## config.mk

```make
export PLATFORM = sky130hd
export DESIGN_NAME = ldsw_top
export DESIGN_NICKNAME = d
export VERILOG_FILES = /design/src/ldsw_pkg.sv /design/src/ldsw_pwm.sv /design/src/ldsw_top.sv
export SDC_FILE = /design/constraint.sdc
export NUM_CORES = 1
export LEC_CHECK = 0
export BUFFER_PORTS_ARGS = -buffer_cell sky130_fd_sc_hd__clkbuf_2
export CAP_MARGIN = 20
export CORE_UTILIZATION = 64
export CTS_BUF_LIST = sky130_fd_sc_hd__clkbuf_16
export DETAILED_ROUTE_END_ITERATION = 12
export PLACE_DENSITY = 0.8
export SETUP_SLACK_MARGIN = 0.5
export SYNTH_ARGS = -nofsm -noshare
export SYNTH_HDL_FRONTEND = slang
export SYNTH_HIERARCHICAL = 1
export SYNTH_SLANG_ARGS = --single-unit
```

## constraint.sdc

```tcl
create_clock -name clk_sys -period 4.9 [get_ports clk_sys]
set_clock_uncertainty 0.2 [all_clocks]
set_input_delay 0.245 -clock clk_sys [delete_from_list [all_inputs] [get_ports clk_sys]]
set_output_delay 0.245 -clock clk_sys [all_outputs]
set_load 0.01 [all_outputs]
```

## src/ldsw_pkg.sv

```systemverilog
package ldsw_pkg;

  // ==========================================================
  // Word geometry
  localparam int unsigned WORD_BITS    = 36;
  localparam int unsigned LEVEL_BITS   = 10;
  localparam int unsigned OUTS_PER_BANK = 8;
  localparam int unsigned DIV_BITS     = 4;
  localparam int unsigned COARSE_BITS  = 4;
  localparam int unsigned REV_BITS     = 3;
  localparam int unsigned FILL_BITS    = 15;

  // ==========================================================
  // Fixed values
  localparam logic [FILL_BITS-1:0] FILLER_PATTERN = 15'h2aaa;
  localparam logic [REV_BITS-1:0]  REVISION_CODE  = 3'h5; // Arbitrary value

  // ==========================================================
  // Timing
  localparam int unsigned CLK_FREQ_MHZ  = 50;
  localparam int unsigned WD_TIMEOUT_US = 200;
  localparam int unsigned WD_CYCLES     = WD_TIMEOUT_US * CLK_FREQ_MHZ;

  // ==========================================================
  // Control word, bit 36 at the top
  typedef struct packed {
    logic [COARSE_BITS-1:0] coarse_b;
    logic [COARSE_BITS-1:0] coarse_a;
    logic [DIV_BITS-1:0]    divide;
    logic                   wd_disable;
    logic [LEVEL_BITS-1:0]  level_b;
    logic [LEVEL_BITS-1:0]  level_a;
    logic [2:0]             addr;
  } ldsw_ctrl_t;

  // Status word, bit 36 at the top
  typedef struct packed {
    logic [FILL_BITS-1:0]     filler;
    logic [REV_BITS-1:0]      revision;
    logic                     thermal;
    logic                     wd_timeout;
    logic [OUTS_PER_BANK-1:0] load_ok_b;
    logic [OUTS_PER_BANK-1:0] load_ok_a;
  } ldsw_status_t;

endpackage

```

## src/ldsw_pwm.sv

```systemverilog
`timescale 1ns/100ps
module ldsw_pwm #(
  parameter int unsigned N = 16,
  parameter int unsigned W = 10
) (
  // Clock and reset
  input  wire logic           clk_sys,
  input  wire logic           rst_n,
  // Control
  input  wire logic           tick,
  input  wire logic [N*W-1:0] levels,
  input  wire logic           force_off,
  // Sinks
  output logic [N-1:0]        sink_on
);

  logic [W-1:0] cnt_r;
  logic [W-1:0] cnt_nxt;
  logic [N-1:0] on_r;
  logic [N-1:0] on_nxt;

  always_comb
  begin
    cnt_nxt = cnt_r;
    if (tick)
    begin
      cnt_nxt = cnt_r + 1'b1;
    end
  end

  // ==========================================================
  // Compare per output
  genvar g;
  generate
    for (g = 0; g < N; g++)
    begin : g_cmp
      assign on_nxt[g] = ~force_off & (cnt_r <= levels[g*W +: W]);
    end
  endgenerate

  always_ff @(posedge clk_sys or negedge rst_n)
  begin
    if (!rst_n)
    begin
      cnt_r <= '0;
      on_r  <= '0;
    end
    else
    begin
      cnt_r <= cnt_nxt;
      on_r  <= on_nxt;
    end
  end

  assign sink_on = on_r;

endmodule

```

## src/ldsw_top.sv

```systemverilog
`timescale 1ns/100ps
// Summary of operation
// Control word: address 1-3, level A 4-13, level B 14-23, divide 25-28, coarse 29-36.
// Control bit 24 set disables the clock-loss watchdog.
// Status bits 19-21 carry a three-bit revision code.
// Status bits 1-8 flag bank A outputs, zero meaning open circuit.
// Status bits 9-16 flag bank B outputs, same polarity.
// Status bit 17 reads one after a watchdog timeout.
// Status bit 18 reads one while over-temperature is detected.
// Status bits 22-36 are alternating filler, bit 22 zero, bit 36 zero.
// Watchdog trips without shift clock edges for its timeout, 25 to 200 us.
// Strobe low: 36-bit shift register, bit 36 first, data in to out.
// Strobe high: shifting stops, first fall loads control, next rise loads status.
// Output off while the free-running 10-bit count exceeds its level.
// PWM clock is shift clock divided by divide code plus one.
// Watchdog or thermal fault forces all sinks off until it clears.
module ldsw_top #(
  parameter int unsigned                     WD_CYCLES = ldsw_pkg::WD_CYCLES,
  parameter logic [ldsw_pkg::REV_BITS-1:0]   REVISION  = ldsw_pkg::REVISION_CODE
) (
  // Clock and reset
  input  wire logic                                  clk_sys,
  input  wire logic                                  rst_n,
  // Serial word port
  input  wire logic                                  serial_shift_clock,
  input  wire logic                                  serial_data_in,
  input  wire logic                                  transfer_strobe,
  output logic                                       serial_data_out,
  // Sensing
  input  wire logic [ldsw_pkg::OUTS_PER_BANK-1:0]    load_ok_a,
  input  wire logic [ldsw_pkg::OUTS_PER_BANK-1:0]    load_ok_b,
  input  wire logic                                  over_temp,
  // Drive
  output logic [ldsw_pkg::OUTS_PER_BANK-1:0]         sink_on_a,
  output logic [ldsw_pkg::OUTS_PER_BANK-1:0]         sink_on_b,
  output logic [ldsw_pkg::COARSE_BITS-1:0]           coarse_a,
  output logic [ldsw_pkg::COARSE_BITS-1:0]           coarse_b
);

  localparam int unsigned NB = ldsw_pkg::OUTS_PER_BANK;
  localparam int unsigned LW = ldsw_pkg::LEVEL_BITS;

  // ==========================================================
  // State
  logic                               sck_d_r;
  logic [ldsw_pkg::WORD_BITS-1:0]     shift_r;
  logic [ldsw_pkg::WORD_BITS-1:0]     shift_nxt;
  ldsw_pkg::ldsw_ctrl_t               ctrl_r;
  ldsw_pkg::ldsw_ctrl_t               ctrl_nxt;
  logic [NB-1:0][LW-1:0]              level_a_r;
  logic [NB-1:0][LW-1:0]              level_a_nxt;
  logic [NB-1:0][LW-1:0]              level_b_r;
  logic [NB-1:0][LW-1:0]              level_b_nxt;
  logic                               copied_r;
  logic                               copied_nxt;
  logic                               captured_r;
  logic                               captured_nxt;
  logic                               armed_r;
  logic                               armed_nxt;
  logic [31:0]                        wd_cnt_r;
  logic [31:0]                        wd_cnt_nxt;
  logic                               wd_sticky_r;
  logic                               wd_sticky_nxt;
  logic                               fault_r;
  logic                               fault_nxt;
  logic [ldsw_pkg::DIV_BITS-1:0]      div_cnt_r;
  logic [ldsw_pkg::DIV_BITS-1:0]      div_cnt_nxt;
  logic                               tick_r;
  logic                               tick_nxt;

  logic                               sck_rise;
  logic                               sck_fall;
  logic                               wd_expired;
  ldsw_pkg::ldsw_ctrl_t               word_in;
  ldsw_pkg::ldsw_status_t             status_word;
  logic [2*NB-1:0]                    sinks;

  assign sck_rise = serial_shift_clock & ~sck_d_r;
  assign sck_fall = ~serial_shift_clock & sck_d_r;
  assign word_in  = ldsw_pkg::ldsw_ctrl_t'(shift_r);
  assign wd_expired = (wd_cnt_r >= WD_CYCLES);

  // ==========================================================
  // Status word assembly
  always_comb
  begin
    status_word            = '0;
    status_word.load_ok_a  = load_ok_a;
    status_word.load_ok_b  = load_ok_b;
    status_word.wd_timeout = wd_sticky_r;
    status_word.thermal    = over_temp;
    status_word.revision   = REVISION;
    status_word.filler     = ldsw_pkg::FILLER_PATTERN;
  end

  // ==========================================================
  // Shift register and transfer sequence
  always_comb
  begin
    shift_nxt    = shift_r;
    ctrl_nxt     = ctrl_r;
    level_a_nxt  = level_a_r;
    level_b_nxt  = level_b_r;
    copied_nxt   = copied_r;
    captured_nxt = captured_r;
    armed_nxt    = armed_r;
    if (!transfer_strobe)
    begin
      copied_nxt   = 1'b0;
      captured_nxt = 1'b0;
      if (sck_rise)
      begin
        shift_nxt = {shift_r[ldsw_pkg::WORD_BITS-2:0], serial_data_in};
      end
    end
    else
    begin
      if (sck_fall && !copied_r)
      begin
        ctrl_nxt                 = word_in;
        level_a_nxt[word_in.addr] = word_in.level_a;
        level_b_nxt[word_in.addr] = word_in.level_b;
        copied_nxt               = 1'b1;
        armed_nxt                = 1'b1;
      end
      if (sck_rise && copied_r && !captured_r)
      begin
        shift_nxt    = status_word;
        captured_nxt = 1'b1;
      end
    end
  end

  always_ff @(posedge clk_sys or negedge rst_n)
  begin
    if (!rst_n)
    begin
      sck_d_r    <= 1'b0;
      shift_r    <= '0;
      ctrl_r     <= '0;
      level_a_r  <= '0;
      level_b_r  <= '0;
      copied_r   <= 1'b0;
      captured_r <= 1'b0;
      armed_r    <= 1'b0;
    end
    else
    begin
      sck_d_r    <= serial_shift_clock;
      shift_r    <= shift_nxt;
      ctrl_r     <= ctrl_nxt;
      level_a_r  <= level_a_nxt;
      level_b_r  <= level_b_nxt;
      copied_r   <= copied_nxt;
      captured_r <= captured_nxt;
      armed_r    <= armed_nxt;
    end
  end

  // ==========================================================
  // Watchdog, fault and PWM clock divider
  // Timeout sits at the long end of the window, so any clock
  // faster than the slow limit never trips it.
  always_comb
  begin
    wd_cnt_nxt    = wd_cnt_r;
    wd_sticky_nxt = wd_sticky_r;
    div_cnt_nxt   = div_cnt_r;
    tick_nxt      = 1'b0;
    if (sck_rise || sck_fall)
    begin
      wd_cnt_nxt = '0;
    end
    else if (!wd_expired)
    begin
      wd_cnt_nxt = wd_cnt_r + 32'h0000_0001;
    end
    // Cleared by the status capture, but a new trip wins
    if (transfer_strobe && sck_rise && copied_r && !captured_r)
    begin
      wd_sticky_nxt = 1'b0;
    end
    if (wd_expired && !ctrl_r.wd_disable)
    begin
      wd_sticky_nxt = 1'b1;
    end
    fault_nxt = (wd_expired && !ctrl_r.wd_disable) || over_temp;
    if (sck_rise)
    begin
      if (div_cnt_r >= ctrl_r.divide)
      begin
        div_cnt_nxt = '0;
        tick_nxt    = 1'b1;
      end
      else
      begin
        div_cnt_nxt = div_cnt_r + 1'b1;
      end
    end
  end

  always_ff @(posedge clk_sys or negedge rst_n)
  begin
    if (!rst_n)
    begin
      wd_cnt_r    <= '0;
      wd_sticky_r <= 1'b0;
      fault_r     <= 1'b0;
      div_cnt_r   <= '0;
      tick_r      <= 1'b0;
    end
    else
    begin
      wd_cnt_r    <= wd_cnt_nxt;
      wd_sticky_r <= wd_sticky_nxt;
      fault_r     <= fault_nxt;
      div_cnt_r   <= div_cnt_nxt;
      tick_r      <= tick_nxt;
    end
  end

  // ==========================================================
  // PWM and outputs
  // Sinks stay off after reset until the first control transfer.
  ldsw_pwm #(
    .N (2*NB),
    .W (LW)
  ) u_pwm (
    .clk_sys   (clk_sys),
    .rst_n     (rst_n),
    .tick      (tick_r),
    .levels    ({level_b_r, level_a_r}),
    .force_off (fault_r || !armed_r),
    .sink_on   (sinks)
  );

  assign sink_on_a       = sinks[NB-1:0];
  assign sink_on_b       = sinks[2*NB-1:NB];
  assign coarse_a        = ctrl_r.coarse_a;
  assign coarse_b        = ctrl_r.coarse_b;
  assign serial_data_out = shift_r[ldsw_pkg::WORD_BITS-1];

endmodule

```

-- After elaboration in Yosys (flattened, before gate mapping)
Cells that the tools add are included.
- output and inout port bits: 25
- flip-flop bits (word level): 278
- input port bits: 22
- $lt $le $gt $ge: 20
- bitwise gates (word level): 21
- reduce and logical (&&, ||, !) cells: 19
- equality and inequality tests: 3
- add/sub/neg operators: 3
- mux-type cells: 18
- operators with widths (kind ; count):
    80-bit bitwise mux ; 2
    10-bit less-or-equal comparator ; 16
    36-bit 2-to-1 mux ; 3
    32-bit 2-to-1 mux ; 2
    32-bit by 1-bit adder with 32-bit output, second input constant ; 1
    32-bit by 14-bit >= comparator with 1-bit output, second input constant ; 1
    10-bit demux with 3-bit select ; 1
    1-bit bitwise AND ; 18
    10-bit by 1-bit adder with 10-bit output, second input constant ; 1
    10-bit 2-to-1 mux ; 1
    1-bit logical AND ; 8
    1-bit 2-to-1 mux ; 8
    2-bit by 1-bit inequality test with 1-bit output, second input constant ; 3
    4-bit by 1-bit adder with 4-bit output, second input constant ; 1
    4-bit >= comparator ; 1
    1-bit logical NOT ; 4
    3-bit by 4-bit < comparator with 1-bit output, second input constant ; 1
    4-bit 2-to-1 mux ; 1
    2-bit AND reduction ; 2
    2-bit nonzero test ; 2
    3-bit by 1-bit >= comparator with 1-bit output, second input constant ; 1
    1-bit logical OR ; 3
    1-bit NOT ; 3

-- Logic depth before layout (Yosys ltp)
Gate-level depths: netlist of run 1.
- word-level depth: 7
- gate-level depth with buffers: 8
- mapped depth without buffers: 7

-- Hierarchy
Netlist of run 1, hierarchy kept.
- modules (own cells, without submodules) (module ; instances ; area an instance (um2) ; cells an instance):
    ldsw_top ; 1 ; 10147.2 ; 771
    ldsw_pwm ; 1 ; 4956.0 ; 641

-- Least setup slack after synthesis of run 1
OpenSTA, ideal clock, no wires.
- kind: register to register
- start point: reg wd_cnt_r[6]
- end point: reg wd_cnt_r[11]
- required time: 4.577 ns
- arrival: 1.781 ns
- cell stages (with the launch flop): 7
- setup slack: 2.796 ns
- clock period less this slack: 2.104 ns
- cells stage by stage: dfrtp_1 -> buf_6 -> or4_4 -> a21o_1 -> nor4_4 -> nand3_1 -> mux2i_1
- longest elaborated chain between the ends: 3
- elaborated cells between the ends (all ways): 5
- those cells by class: add/sub: 1; order compare: 1; eq/ne: 1; mux: 2
- ends and longest elaborated chain (element ; line ; RTL):
    from (decl) ; ldsw_top.sv:60 ; logic [31:0] wd_cnt_r;
    from (signal assigned) ; ldsw_top.sv:214 ; wd_cnt_r <= wd_cnt_nxt;
    32-bit by 1-bit adder with 32-bit output ; ldsw_top.sv:176 ; wd_cnt_nxt = wd_cnt_r + 32'h0000_0001;
    32-bit 2-to-1 mux ; ldsw_top.sv:174 ; else if (!wd_expired)
    32-bit 2-to-1 mux ; ldsw_top.sv:170 ; if (sck_rise || sck_fall)
Several ways; a longest one is shown, not always the timed one. The select of a mux whose other input is x is not followed.
A chain may end at the register's enable or synchronous reset.

-- Worst setup path in the final report of run 1
- start point: in serial_shift_clock
- end point: reg level_b_r[48] (netlist name)
- longest elaborated chain between the ends: 4
- ends and longest elaborated chain (element ; line ; RTL):
    from (decl) ; ldsw_top.sv:25 ; input wire logic serial_shift_clock,
    1-bit NOT ; ldsw_top.sv:79 ; assign sck_fall = ~serial_shift_clock & sck_d_r;
    1-bit bitwise AND ; ldsw_top.sv:79 ;
    1-bit logical AND ; ldsw_top.sv:118 ; if (sck_fall && !copied_r)
    2-bit AND reduction (no source line) ; - ;
    to (signal assigned) ; ldsw_top.sv:153 ; level_b_r <= level_b_nxt;
    to (decl) ; ldsw_top.sv:52 ; logic [NB-1:0][LW-1:0] level_b_r;
No other way between the ends.

==> results of run 1 <==
==> flip-flops by register name, indices dropped and copies added (netlist names) <==
name and flops:
level_b_r 80, wd_cnt_r 32, armed_r 1, level_a_r 80, sck_d_r 1, fault_r 1
captured_r 1, ctrl_r 5, u_pwm/cnt_r 10, copied_r 1, wd_sticky_r 1, shift_r 36
tick_r 1, u_pwm/sink_on 16, coarse_a 4, coarse_b 4, div_cnt_r 4
==> critical path: cells and delay by family <==
| kind | cells | cell delay, ps |
|---|---|---|
| fa+ha+maj | 1 | 170 |
| buf+inv | 4 | 1200 |
| mux | 1 | 540 |
| simple gates | 2 | 1240 |
==> synthesized netlist by cell type (2+ instances only) <==
cell type | n | area share (%)
sky130_fd_sc_hd__a21o_1 | 8 | 0.40
sky130_fd_sc_hd__a21oi_1 | 71 | 2.4
sky130_fd_sc_hd__a31o_2 | 11 | 0.64
sky130_fd_sc_hd__a31oi_1 | 2 | 0.083
sky130_fd_sc_hd__a32oi_1 | 5 | 0.29
sky130_fd_sc_hd__and2_1 | 20 | 0.83
sky130_fd_sc_hd__and3_1 | 7 | 0.29
sky130_fd_sc_hd__and4_1 | 4 | 0.23
sky130_fd_sc_hd__buf_2 | 10 | 0.33
sky130_fd_sc_hd__buf_4 | 23 | 1.1
sky130_fd_sc_hd__clkbuf_1 | 28 | 0.70
sky130_fd_sc_hd__clkbuf_2 | 5 | 0.17
sky130_fd_sc_hd__dfrtp_1 | 278 | 46
sky130_fd_sc_hd__ha_1 | 170 | 14
sky130_fd_sc_hd__inv_1 | 164 | 4.1
sky130_fd_sc_hd__mux2_1 | 3 | 0.22
sky130_fd_sc_hd__mux2_2 | 158 | 12
sky130_fd_sc_hd__mux2i_1 | 21 | 1.4
sky130_fd_sc_hd__nand2_1 | 122 | 3.0
sky130_fd_sc_hd__nand2b_1 | 5 | 0.21
sky130_fd_sc_hd__nand3_1 | 9 | 0.30
sky130_fd_sc_hd__nand3b_1 | 13 | 0.65
sky130_fd_sc_hd__nand4_1 | 37 | 1.5
sky130_fd_sc_hd__nand4b_1 | 2 | 0.12
sky130_fd_sc_hd__nor2_1 | 44 | 1.1
sky130_fd_sc_hd__nor2b_1 | 29 | 1.2
sky130_fd_sc_hd__nor3_1 | 19 | 0.63
sky130_fd_sc_hd__nor3b_1 | 2 | 0.099
sky130_fd_sc_hd__nor4_1 | 5 | 0.21
sky130_fd_sc_hd__o211ai_1 | 16 | 0.80
sky130_fd_sc_hd__o21a_1 | 7 | 0.35
sky130_fd_sc_hd__o21ai_0 | 69 | 2.3
sky130_fd_sc_hd__o22ai_1 | 2 | 0.083
sky130_fd_sc_hd__o32ai_1 | 5 | 0.29
sky130_fd_sc_hd__or3_1 | 11 | 0.46
sky130_fd_sc_hd__xnor2_1 | 12 | 0.70
sky130_fd_sc_hd__xor2_1 | 2 | 0.12
==> layer usage <==
layer	track usage, %	vias up
met5	0	-
li1	-	4964
met1	40.2	5203
met2	47.0	275
met3	3.47	72
met4	10.5	0
==> power groups by stage <==
stage,clock [µW],sequential (µW),combinational (µW)
after CTS,2400,3460,2730
after floorplan,0,3220,2130
after detailed placement,0,3490,2680
final,2370,3450,2810
after global routing,2490,3520,3190
after global placement,0,3460,2510
==> final cells by class <==
type / count / area, µm² / area share [%]
clock inverter: 25 / 269 / 1.60
sequential: 278 / 6960 / 41.5
clock buffer: 31 / 776 / 4.62
tap: 313 / 392 / 2.33
inverter: 165 / 619 / 3.69
multi-input combinational: 901 / 7180 / 42.8
timing repair buffer: 80 / 586 / 3.49
==> stage by stage <==
step           cells  power [µW]  hold slack, ps
2_1_floorplan   1412        5340            -251
3_3_place_gp    1715        5980             189
3_5_place_dp    1715        6170             190
4_1_cts         1791        8590            40.1
5_1_grt         1793        9190            68.3
6_report        1793        8630            55.7
==> path summary, 6_finish.rpt <==
kind	endpoint	slack, ps	cells past startpoint
setup / recovery	level_b_r[48]	1720	8
max in group asynchronous	level_a_r[3]	3020	3
hold reg to reg	armed_r	280	1
setup reg to reg	level_b_r[48]	1780	5
min in group asynchronous	level_a_r[6]	180	2
hold / removal	copied_r	60	3
==> cell families after synthesis <==
kind of cell	count (synthesis)	synth area share [%]
simple gates	335	11.3
flops	278	46.1
buf+inv	233	6.54
compound gates	200	7.79
mux	182	13.4
fa+ha+maj	170	14.1
xor+xnor	14	0.812
==> results.txt, run 1 <==
- In the routed layout, each cell is associated on average with a via count of 5.86.
- Wire length of the first global-routing pass: 54.8 mm
- Post-place setup slack: 1720 ps
* Uppermost layer routed: met4
- Root Driver: sky130_fd_sc_hd__clkbuf_16
- For the worst-skew pair, the clock arrives at the later sink with an insertion delay of 550 ps.
- Primary flip-flop cell chosen by synthesis mapping: sky130_fd_sc_hd__dfrtp_1
* Final antenna-violating net count: 0
* Clock transition at the registers of the reported paths: 60 ps
- The routed layout has 10514 vias.
- At the end of the flow, the number of nets in the layout was 1648.
* Portion of the post-synthesis area used by sequential elements: 46.1%
* Post-CTS setup buffer count: 0
- In this run the standard cell core region covers 22900 µm².
- The floorplan has 55 rows.
- Based on the critical path, the design can be clocked at up to 314 MHz.
* Count of TritonRoute iterations in the first routing pass: 4
- Effective utilization at floorplan: 65.9%
- In this run, post-CTS hold repair placed 20 buffers.
- After legalization and detailed placement, the total HPWL measured 21.1 mm.
- In the post-route analysis, the smallest setup slack over all paths is 1720 ps.
- Total wire length after detailed routing: 33.7 mm
- The internal power of the cells totals 5670 µW.
- Unrepaired setup endpoints after global routing: no
- The number of antenna violations at the first check in global routing was 0.
* Startpoint kind of the worst setup timing path: input port
- Share of post-route cells with drive strength above 1: 19.2%
- Compared with the post-synthesis result, the final layout area differs by 11.1%.
* Synthesized flop and latch total: 278
* Largest net degree at the start of global routing: 128
- Share of synthesized flip-flops with an asynchronous set or reset: 100%
* Crit. End Element: flop
- Number of setup violations in the final report: 0
- Part of the power in registers: 40.0%
- Number of enable-type register cells in the synthesized netlist: 0
- At the pin with the least slew margin, the transition time is 1140 ps.
- In the final timing run, aggregate negative setup slack is 0 ps.
* Combinational power share: 32.6%
- Width of the chip: 156 µm
* Final Hold Viols: 0
- Launch point of the worst hold path: transfer_strobe
* Gr ovfl total: 0
- Cell Area, Synth: 15100 µm²
- Measured on the finished design, the core utilization comes to 73.2%.
* Worst max-slew margin expressed relative to the limit: 23.9%
- In the routed design, unresolved DRC markers number 0.
- Post-layout min period: 3180 ps
* Final Wtd Congestion: 0.816
- Worst path cell trace: dlygate4sd3_1 -> clkbuf_2 -> inv_1 -> ha_1 -> nand3b_1 -> inv_2 -> nand3_1 -> mux2_2
* Number of global-route vias before repair: 10710
- Maximum single-stage delay on the critical path: 720 ps
- Net switching power of the design: 2950 µW
* DIE HEIGHT: 156 µm
* Worst voltage drop across the vdd grid: 0.000369 V
- Routed met1 length: 15.2 mm
- Final count of pins violating max slew: 0
- The number of antenna diodes in the final layout is 0.
- CP required: 5130 ps
- During synthesis, Yosys emitted a total of 6 warnings.
- Max capacitance violation total: 0
* DR WL/cell: 18.8 µm
- The finished cells cover 16800 µm².
* Post-place instance area: 15500 µm²
* Die area: 24200 µm²
- The longest clock path from root to sink contains 3 buffers.
- Kind of path behind the tightest hold check: input port to flop
- Nets in the synthesized netlist: 1604
* Post-Synthesis Cells: 1412
- Reg2reg start: sck_d_r
- Of all nets on the critical path, the largest fanout is 20.
- At the worst endpoint, the arrival time is 3410 ps.
- Buffers inserted during clock tree synthesis total 30.
* Global-route total usage across every layer: 28.9%
- Final cycle utilization of the critical path: 64.9%
- The routed design uses 15.9 mm of met2 wire.
- In this run, the clock network consumes 27.4% of the power.
* Worst setup path startpoint: serial_shift_clock
- Mean area per synthesized cell: 10.7 µm²
* IO buf count: 46
- Dividing total power by cell area gives a power density of 514 nW/µm².
- Met3 wire len: 1.57 mm
* Most frequent standard cell in the layout excluding fill and tap cells: sky130_fd_sc_hd__dfrtp_1
- Net switching is 34.2% of the power.
- In this run, post-CTS repair resized a total of 0 instances.
* Count of unique library cells instantiated by Yosys: 50
* Count of routing violations after the opening detailed-route iteration: 536
- Clock tree from TritonCTS: done
- On the critical path, the stage with the largest delay is an instance of sky130_fd_sc_hd__nand3_1.
* Clock sinks: 278
- Counting the fill cells in the layout gives 1584.
- H-tree level count: 1
- WS Path Type: input port to flop
* Reported leakage power: 0.00828 µW
- The top cell types in the final layout, fill and taps aside, are sky130_fd_sc_hd__dfrtp_1, sky130_fd_sc_hd__ha_1, sky130_fd_sc_hd__inv_1, sky130_fd_sc_hd__mux2_2, sky130_fd_sc_hd__nand2_1.
* Top Ports: 47
* Status: completed
Note: power is estimated with default switching activity, not from simulation.
==> inputs of run 2 (changes only) <==
--- a/config.mk
+++ b/config.mk
@@ -7,10 +7,10 @@
 export LEC_CHECK = 0
 export BUFFER_PORTS_ARGS = -buffer_cell sky130_fd_sc_hd__clkbuf_2
 export CAP_MARGIN = 20
-export CORE_UTILIZATION = 64
+export CORE_UTILIZATION = 57
 export CTS_BUF_LIST = sky130_fd_sc_hd__clkbuf_16
 export DETAILED_ROUTE_END_ITERATION = 12
-export PLACE_DENSITY = 0.8
+export PLACE_DENSITY = 0.75
 export SETUP_SLACK_MARGIN = 0.5
 export SYNTH_ARGS = -nofsm -noshare
 export SYNTH_HDL_FRONTEND = slang
==> constraint.sdc (replaced) <==
create_clock -name clk_sys -period 2.9 [get_ports clk_sys]
set_clock_uncertainty 0.2 [all_clocks]
set_input_delay 0.145 -clock clk_sys [delete_from_list [all_inputs] [get_ports clk_sys]]
set_output_delay 0.145 -clock clk_sys [all_outputs]
set_load 0.01 [all_outputs]
==> run 2 against run 1 <==
Highest routed layer unchanged. Setup slack worse by 1100 ps. The flow now finishes with violations (hold timing). Clock power up 54%. Critical endpoint is now level_b_r[55]. Routed wire length up 1.0%. Final cell count up 2.3%. Non-clock buffer count up 20.
==> results.txt, run 2 (synthesis gave the netlist of run 1 again) <==
- Status: complete, but fails checks
- Failing checks: hold timing
* Worst voltage drop across the vdd grid: 0.000528 V
* Most frequent cells in the layout: sky130_fd_sc_hd__dfrtp_1, sky130_fd_sc_hd__inv_1, sky130_fd_sc_hd__ha_1, sky130_fd_sc_hd__mux2_2, sky130_fd_sc_hd__nand2_1
* Global-route total usage across every layer: 26.8%
- After global routing the overflow that remains totals 0.
* Area taken by flip-flops and latches: 6960 µm²
- Wire length of the first global-routing pass: 56.0 mm
- After detailed routing, the number of vias per cell comes to 5.75.
- Entering global routing, the biggest net connects 84 pins.
* CTS Buffer Depth: 3
- Summed over all cells, the static leakage comes to 0.00834 µW.
* Area growth from synthesis to layout: 11.8%
- The first TritonRoute pass finished after 5 iterations.
- Number of fill cells in the layout: 1978
- The final critical path takes up 79.2% of the cycle.
* Final count of pins violating max slew: 0
- The finished layout holds 1834 standard cells, fillers aside.
* Clock transition at the registers of the reported paths: 60 ps
- Leaving out fill and tap cells, the most frequent cell in the layout is sky130_fd_sc_hd__dfrtp_1.
- Clock sinks: 278
- For this run, design rule violations remaining after detail routing come to 0.
* Number of setup violations in the final report: 0
- Startpoint kind of the worst setup timing path: flop
- Worst reg2reg setup slack: 600 ps
- Power density over cell area: 840 nW/µm²
- Total power for the finished layout comes to 14200 µW.
* Final antenna-violating net count: 0
- DR WL/cell: 18.5 µm
- In the final layout, the share of cells above drive strength 1 is 20.0%.
* Reg2reg path depth: 7
- After layout, the minimum clock period comes to 2300 ps.
- Row count: 59
- In this run the number of H-tree levels came out at 1.
- The die is 165 µm tall.
- After detailed placement, the design holds a cell count of 1757.
* Total wire length after detailed routing: 34.0 mm
- During placement, the flow inserted port buffers numbering 46.
- Final core utilization: 64.8%
- Top Ports: 47
* Highest attainable clock frequency: 436 MHz
* WS Path Type: flop to flop
- Reg2reg start: sck_d_r
- For the pin with the worst max-slew slack, the measured transition is 1040 ps.
- Worst path arrival time: 2540 ps
* DP HPWL: 22.1 mm
* Unrepaired setup endpoints after global routing: no
- The number of antenna violations at the first check in global routing came to 0.
- Fin nets: 1669
* Insertion delay to the later sink of the worst-skew pair: 570 ps
* Worst max-slew margin expressed relative to the limit: 30.4%
- Effective utilization at floorplan: 58.0%
- CP required: 3140 ps
* Die area: 27200 µm²
- Inserted Clock Buffers: 31
* Placeable Area: 26100 µm²
- Detailed routing inserted a total of 10541 vias.
- The number of global-route vias before repair is 10829.
- Setup total negative slack: 0 ps
* Top Registers: level_a_r: 80 flops, level_b_r: 80 flops, shift_r: 36 flops
- Of all nets on the critical path, the largest fanout is 20.
- Clock tree from TritonCTS: done
- Root Driver: sky130_fd_sc_hd__clkbuf_16
- The worst register-to-register path ends at level_b_r[55].
* Tightest hold margin: -16.4 ps
- Crit. End Element: flop
* Kind of path behind the tightest hold check: input port to asynchronous set/reset pin
- Across the run, the number of max-cap violations was 0.
- Final Wtd Congestion: 0.863
- Count of routing violations after the opening detailed-route iteration: 663
- Antenna diode instance count: 0
- Final Hold Viols: 25
* Width of the chip: 165 µm
* Footprint of the multi-input gates: 7180 µm²
## run 2: changes by cell type in the layout (fill, tap and decap cells not counted), moves of 4 or more
cell / delta
sky130_fd_sc_hd__buf_4: +16
sky130_fd_sc_hd__dfrtp_1: -6
sky130_fd_sc_hd__buf_12: +4
sky130_fd_sc_hd__clkinv_2: -4
sky130_fd_sc_hd__bufinv_16: -4
sky130_fd_sc_hd__inv_1: +7
sky130_fd_sc_hd__dfrtp_2: +6
## run 2: area by class of cell
| class | count | area share (%) |
|---|---|---|
| repair buffers | 100 | 4.52 |
| clock buffers | 31 | 4.59 |
| flip-flops and latches | 278 | 41.2 |
| clock inverters | 24 | 0.985 |
| inverters | 165 | 3.67 |
| well taps | 335 | 2.48 |
| multi-input cells | 901 | 42.5 |
## run 2: where the power goes
part,total [µW],internal [µW],switching [µW],leakage [µW]
logic,4680,2280,2390,0.00415
clock network,3660,2100,1560,0.000496
registers,5850,4860,992,0.00370
total,14200,9250,4950,0.00834
## run 2: repair_timing
item,CTS,global route
setup endpoints to repair,1,19
resized for setup,1,6
pin swaps,0,1
hold buffers,22,0
hold endpoints to repair,301,0
setup buffers,0,0
## run 2: worst max-delay path, stage by stage, from the launching register on
cell and delay, ps:
sky130_fd_sc_hd__dfrtp_1 360, sky130_fd_sc_hd__ha_1 180, sky130_fd_sc_hd__nand3b_1 250, sky130_fd_sc_hd__inv_2 120, sky130_fd_sc_hd__nand2_1 120, sky130_fd_sc_hd__nor3b_2 200
sky130_fd_sc_hd__buf_4 340, sky130_fd_sc_hd__mux2_2 380
## run 2: through the flow
| stage | instance area (µm²) | setup WS (ps) | hold slack, ps |
|---|---|---|---|
| 6_report | 16900 | 604 | -16.4 |
| 5_1_grt | 16900 | 510 | 39.0 |
| 4_1_cts | 16900 | 507 | 0.0232 |
| 3_5_place_dp | 15700 | 509 | -5.09 |
| 3_3_place_gp | 15700 | 595 | -7.32 |
| 2_1_floorplan | 15100 | 796 | -351 |
## run 2: per-layer routing
layer,GRT usage [%],up-vias,routed length (µm)
li1,-,5005,-
met1,35.6,5219,14900
met2,45.5,242,16600
met3,2.94,75,1480
met4,9.42,0,1060
met5,0,-,0
## run 2: how the worst max path moves through the flow
| stage | startpoint | to | cells past startpoint |
|---|---|---|---|
| after global routing | sck_d_r | level_b_r[55] | 7 |
| after global placement | u_pwm/cnt_r[7] | u_pwm/sink_on[5] | 5 |
| final | sck_d_r | level_b_r[55] | 7 |
| after detailed placement | u_pwm/cnt_r[7] | u_pwm/sink_on[6] | 5 |
| after CTS | u_pwm/cnt_r[7] | u_pwm/sink_on[6] | 5 |
| after floorplan | wd_cnt_r[6] | wd_cnt_r[11] | 6 |
